**src/ipd_pkg.sv**
```systemverilog
// Constants, register map and types shared by the in-position detector files.
// Assumes a single 100 MHz clock; all times are counted in microsecond ticks.
package ipd_pkg;

	// Widths.
	localparam int ERR_W  = 32;
	localparam int DATA_W = 32;
	localparam int ADDR_W = 8;
	localparam int DEB_W  = 16;
	localparam int OUT_N  = 4;
	localparam int SEL_W  = 2;

	// Time base: the clock period and one microsecond, both in picoseconds.
	localparam int CLK_PERIOD_PS = 10000;
	localparam int US_PS         = 1000000;
	localparam int US_CYCLES     = US_PS / CLK_PERIOD_PS;
	localparam int US_CNT_W      = 7;

	// Target radius after reset is a multiple of the encoder resolution.
	localparam int ENC_RES_COUNTS = 1;
	localparam int RADIUS_FACTOR  = 100;

	// Values after reset.
	localparam logic [DATA_W-1:0] RADIUS_RST   = DATA_W'(RADIUS_FACTOR * ENC_RES_COUNTS);
	localparam logic [DEB_W-1:0]  DEBOUNCE_RST = 16'h0000;
	localparam logic [SEL_W-1:0]  OUT_SEL_RST  = 2'h1;

	// Register byte offsets.
	localparam logic [ADDR_W-1:0] OFS_CTRL     = 8'h00;
	localparam logic [ADDR_W-1:0] OFS_RADIUS   = 8'h04;
	localparam logic [ADDR_W-1:0] OFS_DEBOUNCE = 8'h08;
	localparam logic [ADDR_W-1:0] OFS_STATUS   = 8'h0C;
	localparam logic [ADDR_W-1:0] OFS_MOVE     = 8'h10;
	localparam logic [ADDR_W-1:0] OFS_SETTLE   = 8'h14;
	localparam logic [ADDR_W-1:0] OFS_TOTAL    = 8'h18;

	// Status field positions.
	localparam int ST_INPOS_BIT  = 0;
	localparam int ST_RADIUS_BIT = 1;
	localparam int ST_MODE_BIT   = 2;
	localparam int ST_STATE_LSB  = 4;

	typedef enum logic [2:0] {
		MODE_POSITION   = 3'b000,
		MODE_STANDALONE = 3'b001,
		MODE_VELOCITY   = 3'b010,
		MODE_TORQUE     = 3'b011,
		MODE_OTHER      = 3'b100
	} op_mode_t;

	typedef enum logic [1:0] {
		T_IDLE   = 2'b00,
		T_MOVE   = 2'b01,
		T_SETTLE = 2'b10
	} time_state_t;

endpackage

```
**src/in_position_detector.sv**
```systemverilog
// In-position detector: radius compare, debounce, output routing and move timing.
// Assumes position error, operating mode and path-planning busy come from logic on ref_clk.
//
// Overview of operation
// - In-position rises once the error has stayed inside the radius over as many microsecond ticks as the debounce time.
// - The check runs only in position or stand-alone mode; otherwise the status stays low.
// - The selected output is high while in-position is achieved and low while it is not.
// - After reset the status goes to the second general output; the choice can be changed.
// - The target radius resets to one hundred times the encoder resolution.
// - A zero debounce time makes the status follow the raw comparison, pulses and all.
// - Move time, settling time and their sum as total time are reported separately.
`timescale 1ns/1ps
module in_position_detector
	import ipd_pkg::*;
(
	// Clock and reset.
	input  wire logic              ref_clk,
	input  wire logic              arst_n,
	// Register port.
	input  wire logic [ADDR_W-1:0] reg_addr,
	input  wire logic [DATA_W-1:0] reg_wdata,
	input  wire logic              reg_wr,
	input  wire logic              reg_rd,
	output logic      [DATA_W-1:0] reg_rdata,
	// Servo loop state.
	input  wire logic [ERR_W-1:0]  pos_err,
	input  wire op_mode_t          op_mode,
	input  wire logic              path_busy,
	// Status outputs.
	output logic                   in_pos,
	output logic      [OUT_N-1:0]  general_out
);

	// Microsecond tick.
	logic [US_CNT_W-1:0] us_cnt_r;
	logic [US_CNT_W-1:0] us_cnt_nxt;
	logic                tick_r;
	logic                tick_nxt;

	always_comb
	begin
		tick_nxt   = 1'b0;
		us_cnt_nxt = us_cnt_r + 7'h01;
		if (us_cnt_r == US_CNT_W'(US_CYCLES - 1))
		begin
			us_cnt_nxt = '0;
			tick_nxt   = 1'b1;
		end
	end

	always_ff @(posedge ref_clk or negedge arst_n)
	begin
		if (!arst_n)
		begin
			us_cnt_r <= '0;
			tick_r   <= 1'b0;
		end
		else
		begin
			us_cnt_r <= us_cnt_nxt;
			tick_r   <= tick_nxt;
		end
	end

	// Configuration registers.
	logic [SEL_W-1:0]  out_sel_r;
	logic [SEL_W-1:0]  out_sel_nxt;
	logic [DATA_W-1:0] radius_r;
	logic [DATA_W-1:0] radius_nxt;
	logic [DEB_W-1:0]  debounce_r;
	logic [DEB_W-1:0]  debounce_nxt;

	always_comb
	begin
		out_sel_nxt  = out_sel_r;
		radius_nxt   = radius_r;
		debounce_nxt = debounce_r;
		if (reg_wr)
		begin
			if (reg_addr == OFS_CTRL)
				out_sel_nxt = reg_wdata[SEL_W-1:0];
			else if (reg_addr == OFS_RADIUS)
				radius_nxt = reg_wdata;
			else if (reg_addr == OFS_DEBOUNCE)
				debounce_nxt = reg_wdata[DEB_W-1:0];
		end
	end

	always_ff @(posedge ref_clk or negedge arst_n)
	begin
		if (!arst_n)
		begin
			out_sel_r  <= OUT_SEL_RST;
			radius_r   <= RADIUS_RST;
			debounce_r <= DEBOUNCE_RST;
		end
		else
		begin
			out_sel_r  <= out_sel_nxt;
			radius_r   <= radius_nxt;
			debounce_r <= debounce_nxt;
		end
	end

	// Radius compare. The magnitude is one bit wider so the most negative error
	// cannot wrap round to a small value and fake an entry.
	logic              in_radius_r;
	logic              in_radius_nxt;
	logic              mode_ok_r;
	logic              mode_ok_nxt;
	logic [ERR_W:0]    err_mag;

	always_comb
	begin
		err_mag = {pos_err[ERR_W-1], pos_err};
		if (pos_err[ERR_W-1])
		begin
			err_mag = (ERR_W+1)'(0) - {pos_err[ERR_W-1], pos_err};
		end
		in_radius_nxt = (err_mag <= {1'b0, radius_r});
		mode_ok_nxt   = (op_mode == MODE_POSITION) ||
		                (op_mode == MODE_STANDALONE);
	end

	always_ff @(posedge ref_clk or negedge arst_n)
	begin
		if (!arst_n)
		begin
			in_radius_r <= 1'b0;
			mode_ok_r   <= 1'b0;
		end
		else
		begin
			in_radius_r <= in_radius_nxt;
			mode_ok_r   <= mode_ok_nxt;
		end
	end

	// Debounce.
	settle_debounce u_debounce (
		.ref_clk     (ref_clk),
		.arst_n      (arst_n),
		.tick        (tick_r),
		.qualify     (mode_ok_r && in_radius_r),
		.debounce_us (debounce_r),
		.in_pos      (in_pos)
	);

	// Output routing, one flop per general output.
	logic [OUT_N-1:0] gen_out_r;

	generate
		for (genvar i = 0; i < OUT_N; i++)
		begin : g_out
			logic out_nxt;

			always_comb
			begin
				out_nxt = in_pos && (out_sel_r == SEL_W'(i));
			end

			always_ff @(posedge ref_clk or negedge arst_n)
			begin
				if (!arst_n)
				begin
					gen_out_r[i] <= 1'b0;
				end
				else
				begin
					gen_out_r[i] <= out_nxt;
				end
			end
		end
	endgenerate

	assign general_out = gen_out_r;

	// Move and settling timing, counted in microseconds.
	time_state_t       tstate_r;
	time_state_t       tstate_nxt;
	logic [DATA_W-1:0] move_r;
	logic [DATA_W-1:0] move_nxt;
	logic [DATA_W-1:0] settle_r;
	logic [DATA_W-1:0] settle_nxt;
	logic [DATA_W-1:0] total_r;
	logic [DATA_W-1:0] total_nxt;

	always_comb
	begin
		tstate_nxt = tstate_r;
		move_nxt   = move_r;
		settle_nxt = settle_r;
		case (tstate_r)
			T_IDLE:
			begin
				if (path_busy)
				begin
					tstate_nxt = T_MOVE;
					move_nxt   = '0;
					settle_nxt = '0;
				end
			end
			T_MOVE:
			begin
				if (tick_r)
					move_nxt = move_r + 32'h00000001;
				if (!path_busy)
					tstate_nxt = T_SETTLE;
			end
			T_SETTLE:
			begin
				if (path_busy)
				begin
					// A new move before settling restarts the measurement.
					tstate_nxt = T_MOVE;
					move_nxt   = '0;
					settle_nxt = '0;
				end
				else if (in_pos)
					tstate_nxt = T_IDLE;
				else if (tick_r)
					settle_nxt = settle_r + 32'h00000001;
			end
			default:
				tstate_nxt = T_IDLE;
		endcase
		total_nxt = move_nxt + settle_nxt;
	end

	always_ff @(posedge ref_clk or negedge arst_n)
	begin
		if (!arst_n)
		begin
			tstate_r <= T_IDLE;
			move_r   <= '0;
			settle_r <= '0;
			total_r  <= '0;
		end
		else
		begin
			tstate_r <= tstate_nxt;
			move_r   <= move_nxt;
			settle_r <= settle_nxt;
			total_r  <= total_nxt;
		end
	end

	// Read port: data stand for one cycle after the strobe, zero otherwise.
	logic [DATA_W-1:0] rdata_r;
	logic [DATA_W-1:0] rdata_nxt;

	always_comb
	begin
		rdata_nxt = '0;
		if (reg_rd)
		begin
			if (reg_addr == OFS_CTRL)
				rdata_nxt[SEL_W-1:0] = out_sel_r;
			else if (reg_addr == OFS_RADIUS)
				rdata_nxt = radius_r;
			else if (reg_addr == OFS_DEBOUNCE)
				rdata_nxt[DEB_W-1:0] = debounce_r;
			else if (reg_addr == OFS_STATUS)
			begin
				rdata_nxt[ST_INPOS_BIT]  = in_pos;
				rdata_nxt[ST_RADIUS_BIT] = in_radius_r;
				rdata_nxt[ST_MODE_BIT]   = mode_ok_r;
				rdata_nxt[ST_STATE_LSB +: 2] = tstate_r;
			end
			else if (reg_addr == OFS_MOVE)
				rdata_nxt = move_r;
			else if (reg_addr == OFS_SETTLE)
				rdata_nxt = settle_r;
			else if (reg_addr == OFS_TOTAL)
				rdata_nxt = total_r;
		end
	end

	always_ff @(posedge ref_clk or negedge arst_n)
	begin
		if (!arst_n)
		begin
			rdata_r <= '0;
		end
		else
		begin
			rdata_r <= rdata_nxt;
		end
	end

	assign reg_rdata = rdata_r;
endmodule

```
**src/settle_debounce.sv**
```systemverilog
// Debounce counter that turns a qualified in-radius level into the in-position level.
// Assumes the qualify level and the microsecond tick come from flops on ref_clk.
`timescale 1ns/1ps
module settle_debounce
	import ipd_pkg::*;
(
	// Clock and reset.
	input  wire logic             ref_clk,
	input  wire logic             arst_n,
	// Time base and condition.
	input  wire logic             tick,
	input  wire logic             qualify,
	input  wire logic [DEB_W-1:0] debounce_us,
	// Result.
	output logic                  in_pos
);

	logic [DEB_W-1:0] cnt_r;
	logic [DEB_W-1:0] cnt_nxt;
	logic             inpos_r;
	logic             inpos_nxt;

	always_comb
	begin
		cnt_nxt   = cnt_r;
		inpos_nxt = inpos_r;
		if (!qualify)
		begin
			// Any exit from the radius restarts the wait and drops the status.
			cnt_nxt   = '0;
			inpos_nxt = 1'b0;
		end
		else if (debounce_us == '0)
		begin
			// No debounce: every short entry shows up as a pulse.
			cnt_nxt   = '0;
			inpos_nxt = 1'b1;
		end
		else
		begin
			if (tick && (cnt_r < debounce_us))
			begin
				cnt_nxt = cnt_r + 16'h0001;
			end
			inpos_nxt = inpos_r || (cnt_nxt >= debounce_us);
		end
	end

	always_ff @(posedge ref_clk or negedge arst_n)
	begin
		if (!arst_n)
		begin
			cnt_r   <= '0;
			inpos_r <= 1'b0;
		end
		else
		begin
			cnt_r   <= cnt_nxt;
			inpos_r <= inpos_nxt;
		end
	end

	assign in_pos = inpos_r;

	// Cycles the condition has held without a break, for checking only.
	logic [31:0] hold_cyc_r;

	always_ff @(posedge ref_clk or negedge arst_n)
	begin
		if (!arst_n)
		begin
			hold_cyc_r <= '0;
		end
		else if (!qualify)
		begin
			hold_cyc_r <= '0;
		end
		else if (hold_cyc_r != 32'hFFFFFFFF)
		begin
			hold_cyc_r <= hold_cyc_r + 32'h00000001;
		end
	end
endmodule

```
**config.mk**
```make
export PLATFORM = sky130hd
export DESIGN_NAME = in_position_detector
export DESIGN_NICKNAME = d
export VERILOG_FILES = /design/src/ipd_pkg.sv /design/src/in_position_detector.sv /design/src/settle_debounce.sv
export SDC_FILE = /design/constraint.sdc
export NUM_CORES = 1
export LEC_CHECK = 0
export ABC_AREA = 1
export BUFFER_PORTS_ARGS = -buffer_cell sky130_fd_sc_hd__buf_2
export CELL_PAD_IN_SITES_DETAIL_PLACEMENT = 1
export CELL_PAD_IN_SITES_GLOBAL_PLACEMENT = 1
export CORE_UTILIZATION = 49
export DETAILED_ROUTE_END_ITERATION = 12
export GPL_ROUTABILITY_DRIVEN = 0
export PLACE_DENSITY = 0.94
export SLEW_MARGIN = 20
export SYNTH_ARGS = -nofsm -noshare
export SYNTH_HDL_FRONTEND = slang
export SYNTH_SLANG_ARGS = --single-unit
```
**constraint.sdc**
```tcl
create_clock -name ref_clk -period 5.4 [get_ports ref_clk]
set_input_delay 0.27 -clock ref_clk [delete_from_list [all_inputs] [get_ports ref_clk]]
set_output_delay 0.27 -clock ref_clk [all_outputs]
set_load 0.1 [all_outputs]
```
==> impl_metrics.py, run 1 <==
metrics = {
    "status": {
        "status": "finished, violations left",
        "violations": "hold timing",
    },
    "route": {
        "vias_per_cell": 6.60,
        "via_count": 15505,
        "drc": 0,
        "drtIter0Drc": 2007,
        "drt_wl_total_um": 61700,
        "ant_nets": 0,
        "avgRoutedWirePerCell_um": 26.2,
        "firstDrtPassIters": 8,
    },
    "timing": {
        "tns_ns": 0,
        "period_needed_ns": 4.25,
        "worst_hold_slack_ns": -0.00325,
        "rsz0062_at_grt": "no",
        "final-max-slew-violation-count": 0,
        "slew_headroom": 0.254,
        "fin_worst_skew_ns": 0.0410,
        "tightestPinTransition_ns": 1.12,
        "period_share": 0.786,
        "setup_viol_count_final": 0,
        "max_freq_mhz": 236,
        "hold_violations": 2,
    },
    "synthesis": {
        "synthFlopType": "dfrtp_1",
        "synth.avg_cell_area_um2": 7.65,
        "netlist.area_leader.share": 0.368,
        "yosys_warnings": 0,
        "synth_area_leaders": "dfrtp_1, ha_1, nand2_1",
        "synth.cell_area_um2": 14100,
        "yosysMostFrequentCell": "nand2_1",
        "yosys.cell_types.count": 65,
        "yosysTopAreaCell": "dfrtp_1",
        "seq_area_frac_synth": 0.375,
        "synth_common_cells": "nand2_1, inv_1, dfrtp_1, a21oi_1, o21ai_0",
        "async_flop_share": 1.00,
        "syn-num-nets": 2021,
        "syn_inst": 1841,
        "ys_seq_elements": 211,
        "synth_edf_count": 0,
    },
    "critical_path": {
        "critical_path_arrival_ns": 4.65,
        "cp_cell_sequence": "nor2_2, buf_4, inv_2, nor2_2, inv_1, o31ai_1, ha_1, nand2_1, inv_1, a21oi_1, nand2_1, nand3_1, nand2_1, a21boi_0, o21bai_1, xor2_1",
        "cp_max_fo": 11,
        "crit_top_cell": "nand2_1",
        "slowest_delay_ns": 0.54,
        "crit_type": "flip-flop to flip-flop",
        "crit_required_ns": 5.80,
        "crit_slowest_cell": "o31ai_1",
        "cp-end-kind": "flip-flop",
        "start_kind": "flip-flop",
    },
    "die": {
        "die_w_um": 172,
        "fp-row-count": 61,
        "start_util": 0.503,
        "die_area_um2": 29400,
        "ios": 117,
        "core-area_um2": 28000,
        "die_h_um": 172,
    },
    "cts": {
        "cts.sinks": 211,
        "clk_transition_reported_paths_ns": 0.07,
        "htreeDepth": 1,
        "cts-buffers-inserted": 24,
        "worstSkewPairLatency_ns": 0.56,
        "cts_tree": "yes",
        "cts_setup_buffers": 0,
        "cts_buffer_depth": 3,
        "root_buffer": "clkbuf_16",
    },
    "global_route": {
        "antenna_found_initial": 2,
        "grt_pass1_wl_um": 95300,
        "grt_overflow_total": 0,
        "grt_start_max_net_pins": 109,
        "track_usage": 0.424,
        "grt_pass1_vias": 16701,
    },
    "placement": {
        "hpwl_um": 38300,
        "port-buffer-count": 115,
    },
    "power_and_ir_drop": {
        "powerDensity_nw_per_um2": 253,
        "p_leak_nw": 7.83,
        "irDropWorstVdd_mv": 0.209,
    },
    "finish": {
        "layout-drive-gt1-share": 0.115,
        "final_core_utilization": 0.571,
        "fin_nets": 2135,
        "syn_to_final_growth_pct": 13.7,
    },
    "job": {
        "maxCapViolations": 0,
    },
    "hold_path": {
        "hp-class": "primary input to flip-flop",
    },
}
==> worst paths after layout <==
check / from / endpoint / slack, ns / cells past startpoint
setup / recovery: tstate_r[0]$_DFFE_PN0P_ / total_r[27]$_DFF_PN0_ / 1.15 / 16
hold / removal: reg_wdata[25] / radius_r[25]$_DFFE_PN0P_ / -0.003 / 3
setup reg to reg: tstate_r[0]$_DFFE_PN0P_ / total_r[27]$_DFF_PN0_ / 1.15 / 16
hold reg to reg: us_cnt_r[0]$_DFF_PN0_ / us_cnt_r[0]$_DFF_PN0_ / 0.46 / 1
max in group asynchronous: arst_n / reg_rdata[23]$_DFF_PN0_ / 3.89 / 3
min in group asynchronous: arst_n / u_debounce.cnt_r[8]$_DFF_PN0_ / 0.38 / 2
==> report_power, final <==
part | internal, mW | switching [mW]
sequential | 1.61 | 0.0318
clock | 1.23 | 0.766
combinational | 0.118 | 0.296
total | 2.96 | 1.09
==> metal layers <==
metal | wire [µm] | part of all wire | global-route usage | up-vias
met3 | 6200 | 0.10 | 0.111 | 388
met2 | 28900 | 0.47 | 0.699 | 1176
li1 | - | - | - | 6387
met1 | 22300 | 0.36 | 0.486 | 7552
met5 | 9 | 0.00015 | 0.00348 | -
met4 | 4250 | 0.069 | 0.274 | 2
==> per-stage QoR <==
| step | setup WS [ns] | cells | area [µm²] | hold WS, ns | total power, mW |
|---|---|---|---|---|---|
| 2_1_floorplan | 2.03 | 1841 | 14100 | -0.0256 | 1.86 |
| 3_3_place_gp | 1.68 | 2303 | 15000 | 0.422 | 1.99 |
| 3_5_place_dp | 1.49 | 2303 | 15000 | 0.424 | 2.03 |
| 4_1_cts | 1.26 | 2350 | 16000 | 0.00129 | 4.02 |
| 5_1_grt | 0.991 | 2351 | 16000 | 0.0257 | 4.11 |
| 6_report | 1.15 | 2351 | 16000 | -0.00325 | 4.05 |
==> critical path, delay by kind of cell (launching register included) <==
family / cells / cell delay, ns
compound gates: 4 / 1.28
xor+xnor: 1 / 0.15
fa+ha+maj: 1 / 0.37
buf+inv: 4 / 0.77
flops: 1 / 0.50
simple gates: 6 / 1.02
==> layout by cell type, fill, tap and decap left out, types with 61 or more instances in the layout <==
master / synthesis / layout
nand3_1: 78 / 78
buf_2: 17 / 114
ha_1: 99 / 99
o21ai_0: 163 / 163
xor2_1: 61 / 61
dfrtp_1: 207 / 207
a21oi_1: 168 / 168
nand2_1: 303 / 303
inv_1: 271 / 271
nor2_1: 155 / 155
==> registers in the layout, summed over array words and instances, names as in the netlist <==
| signal | cells |
|---|---|
| tstate_r | 2 |
| us_cnt_r | 7 |
| out_sel_r | 2 |
| debounce_r | 16 |
| general_out | 4 |
| mode_ok_r | 1 |
| tick_r | 1 |
| move_r | 32 |
| reg_rdata | 32 |
| u_debounce.in_pos | 1 |
| total_r | 32 |
| in_radius_r | 1 |
| radius_r | 32 |
| u_debounce.cnt_r | 16 |
| settle_r | 32 |
==> cell families after synthesis <==
group | synth area share
and+or+nand+nor | 0.224
AOI/OAI and AO/OA | 0.174
buffers and inverters | 0.0878
DFF | 0.375
adders and majority gates | 0.0894
xor gates and xnor gates | 0.0491
muxes | 0.000711
==> repair_timing <==
| action | CTS | global route |
|---|---|---|
| endpoints found under the hold margin | 108 | 0 |
| endpoints found under the setup margin | 0 | 0 |
| hold buffers | 4 | 0 |
| resized for setup | 0 | 0 |
==> final cells by class <==
type,count,area [µm²]
fill,3491,12000
multi-input combinational,1311,7560
sequential,211,5290
inverter,280,1050
timing repair buffer,127,697
clock buffer,30,684
tap,378,473
clock inverter,13,250
antenna,1,2.50
No activity file was read; power rests on OpenSTA's default activity.
==> run 2, diff against run 1 <==
--- a/config.mk
+++ b/config.mk
@@ -5,14 +5,14 @@
 export SDC_FILE = /design/constraint.sdc
 export NUM_CORES = 1
 export LEC_CHECK = 0
-export ABC_AREA = 1
+export ABC_AREA = 0
 export BUFFER_PORTS_ARGS = -buffer_cell sky130_fd_sc_hd__buf_2
 export CELL_PAD_IN_SITES_DETAIL_PLACEMENT = 1
 export CELL_PAD_IN_SITES_GLOBAL_PLACEMENT = 1
-export CORE_UTILIZATION = 49
+export CORE_UTILIZATION = 47
 export DETAILED_ROUTE_END_ITERATION = 12
 export GPL_ROUTABILITY_DRIVEN = 0
-export PLACE_DENSITY = 0.94
+export PLACE_DENSITY = 0.88
 export SLEW_MARGIN = 20
 export SYNTH_ARGS = -nofsm -noshare
 export SYNTH_HDL_FRONTEND = slang
==> constraint.sdc (replaced) <==
create_clock -name ref_clk -period 4.4 [get_ports ref_clk]
set_input_delay 0.22 -clock ref_clk [delete_from_list [all_inputs] [get_ports ref_clk]]
set_output_delay 0.22 -clock ref_clk [all_outputs]
set_load 0.1 [all_outputs]
==> run 2 against run 1 <==
Effect of this change:
- the run now ends clean
- critical endpoint is now total_r[31]$_DFF_PN0_
- power rose by 19%
- highest routed layer is now met4
- area after synthesis fell by 4.2%
- sequential cell count did not move
==> impl_metrics.py, run 2 <==
metrics = {
    "cts": {
        "cts.sinks": 211,
        "cts-buffers-inserted": 23,
        "htreeDepth": 1,
        "worstSkewPairLatency_ns": 0.53,
        "root_buffer": "clkbuf_16",
        "clk_transition_reported_paths_ns": 0.07,
        "cts_buffer_depth": 3,
        "cts_tree": "yes",
    },
    "critical_path": {
        "cp_cell_sequence": "nand4_1, nor4_2, buf_4, and2_2, nand4_1, nor3_1, a21oi_1, o21ai_0, ha_1, nand2_1, nor2_1, a211o_1, a22o_1, a211oi_2, o31a_1, xnor3_1",
        "crit_type": "flip-flop to flip-flop",
        "crit_top_cell": "nand4_1",
        "cp_max_fo": 8,
        "critical_path_arrival_ns": 4.73,
        "cp-end-kind": "flip-flop",
        "slowest_delay_ns": 0.53,
        "crit_slowest_cell": "dfrtp_1",
        "path_buf_inv": 1,
        "crit_required_ns": 4.78,
        "start_kind": "flip-flop",
        "cp_top_family": "compound AO/OA/AOI/OAI gates",
    },
    "synthesis": {
        "synthFlopType": "dfrtp_1",
        "yosysTopAreaCell": "dfrtp_1",
        "synth_area_leaders": "dfrtp_1, ha_1, mux2_2",
        "synth_edf_count": 0,
        "synth.cell_area_um2": 13500,
        "netlist.area_leader.share": 0.384,
        "yosys_warnings": 0,
        "yosysMostFrequentCell": "dfrtp_1",
        "ys_seq_elements": 211,
        "synth_common_cells": "dfrtp_1, nand2_1, a21oi_1, ha_1, o21ai_0",
        "syn-num-nets": 1623,
        "synth.avg_cell_area_um2": 9.35,
        "yosys.cell_types.count": 65,
        "async_flop_share": 1.00,
        "syn_inst": 1443,
        "seq_area_frac_synth": 0.392,
    },
    "route": {
        "met3_length_um": 5910,
        "drtIter0Drc": 1494,
        "drt_wl_total_um": 58200,
        "drc": 0,
        "dr.max_layer_used": "met4",
        "firstDrtPassIters": 6,
        "ant_nets": 0,
        "avgRoutedWirePerCell_um": 29.2,
        "via_count": 13955,
        "wl_met1_um": 20900,
        "vias_per_cell": 7.00,
        "wl_met2_um": 27000,
    },
    "timing": {
        "tns_ns": 0,
        "tightestPinTransition_ns": 0.939,
        "max_freq_mhz": 230,
        "hold_violations": 0,
        "final-max-slew-violation-count": 0,
        "period_share": 0.990,
        "slew_headroom": 0.373,
        "fin_worst_skew_ns": 0.0240,
        "rsz0062_at_grt": "yes",
        "setup_ws_ns": 0.0428,
        "setup_viol_count_final": 0,
        "period_needed_ns": 4.36,
    },
    "finish": {
        "final_cell_mix": "dfrtp_1, nand2_1, buf_2",
        "final_core_utilization": 0.568,
        "syn_to_final_growth_pct": 17.9,
        "layout-drive-gt1-share": 0.181,
        "final_common_cell": "dfrtp_1",
        "fin_nets": 1776,
        "final_cells": 1993,
    },
    "placement": {
        "post-place-ws_ns": 0.102,
        "port-buffer-count": 115,
        "dp.cells": 1912,
        "hpwl_um": 35100,
    },
    "status": {
        "status": "finished clean",
    },
    "die": {
        "die_w_um": 171,
        "die_area_um2": 29400,
        "fp-row-count": 61,
        "die_h_um": 171,
        "ios": 117,
        "core-area_um2": 28000,
        "start_util": 0.482,
    },
    "hold_path": {
        "hp-class": "primary input to flip-flop",
    },
    "power_and_ir_drop": {
        "irDropWorstVdd_mv": 0.271,
        "powerDensity_nw_per_um2": 303,
        "p_leak_nw": 7.34,
        "power_mw": 4.82,
    },
    "global_route": {
        "grt_overflow_total": 0,
        "grt_pass1_vias": 14484,
        "track_usage": 0.394,
        "antenna_found_initial": 1,
        "grt_pass1_wl_um": 87700,
        "grt_start_max_net_pins": 110,
    },
    "job": {
        "maxCapViolations": 0,
    },
}
[run 2: path summary, 6_finish.rpt]
kind / slack (ns) / start / end / cells after the start
max: 0.04 / settle_r[7]$_DFF_PN0_ / total_r[31]$_DFF_PN0_ / 16
min: 0.02 / reg_wdata[15] / radius_r[15]$_DFFE_PN0P_ / 2
max reg2reg: 0.04 / settle_r[7]$_DFF_PN0_ / total_r[31]$_DFF_PN0_ / 16
min reg2reg: 0.52 / us_cnt_r[4]$_DFF_PN0_ / us_cnt_r[4]$_DFF_PN0_ / 1
max in group asynchronous: 2.91 / arst_n / settle_r[25]$_DFF_PN0_ / 3
min in group asynchronous: 0.36 / arst_n / u_debounce.cnt_r[2]$_DFF_PN0_ / 2
[run 2: area by class of cell]
cell class              instances  area, µm²
clock buffers                  31        656
diodes                          4       10.0
well taps                     378        473
flip-flops and latches        211       5290
inverters                      71        267
fillers                      3120      12100
multi-input cells            1099       7820
repair buffers                190       1240
clock inverters                 9        153
[run 2: timing repair]
item / in CTS / in global routing
pin swaps: 0 / 8
setup buffers: 0 / 6
hold buffers: 31 / 0
endpoints found under the hold margin: 134 / 0
gates resized for setup: 3 / 28
setup endpoints to repair: 2 / 10
[run 2: worst reg2reg max path: cells and delay by family (launching register included)]
kind,cells,cell delay [ns]
DFF,1,0.53
xor gates and xnor gates,1,0.23
AOI/OAI and AO/OA,6,1.48
and+or+nand+nor,7,1.44
buffers and inverters,1,0.19
adders and majority gates,1,0.35
[run 2: routing by layer]
metal / vias up / global-route usage
li1: 5585 / -
met1: 6919 / 0.459
met2: 1070 / 0.644
met3: 381 / 0.107
met4: 0 / 0.244
met5: - / 0
[run 2: cells by family (layout without fill, tap and decap cells)]
kind of cell    count (synthesis)  in the layout  synth area share
fa+ha+maj                     100            100            0.0933
other cells                     0              4                 0
mux                            75             75            0.0604
simple gates                  427            427             0.165
xor+xnor                       88             88            0.0582
flops                         211            211             0.392
buf+inv                       133            301            0.0374
compound gates                409            409             0.194
[run 2: stage by stage]
| stage | hold WS [ns] | instance area [µm²] |
|---|---|---|
| floorplan | -0.0756 | 13500 |
| global placement | 0.362 | 14600 |
| detailed placement | 0.376 | 14600 |
| CTS | 0.00713 | 15700 |
| global route | 0.0169 | 15900 |
| finish | 0.0214 | 15900 |
[run 2: power by group]
group | switching [mW] | internal [mW] | leakage (nW) | total [mW]
Clock | 0.897 | 1.28 | 0.388 | 2.18
Sequential | 0.0728 | 1.99 | 2.90 | 2.06
Combinational | 0.369 | 0.216 | 4.06 | 0.585
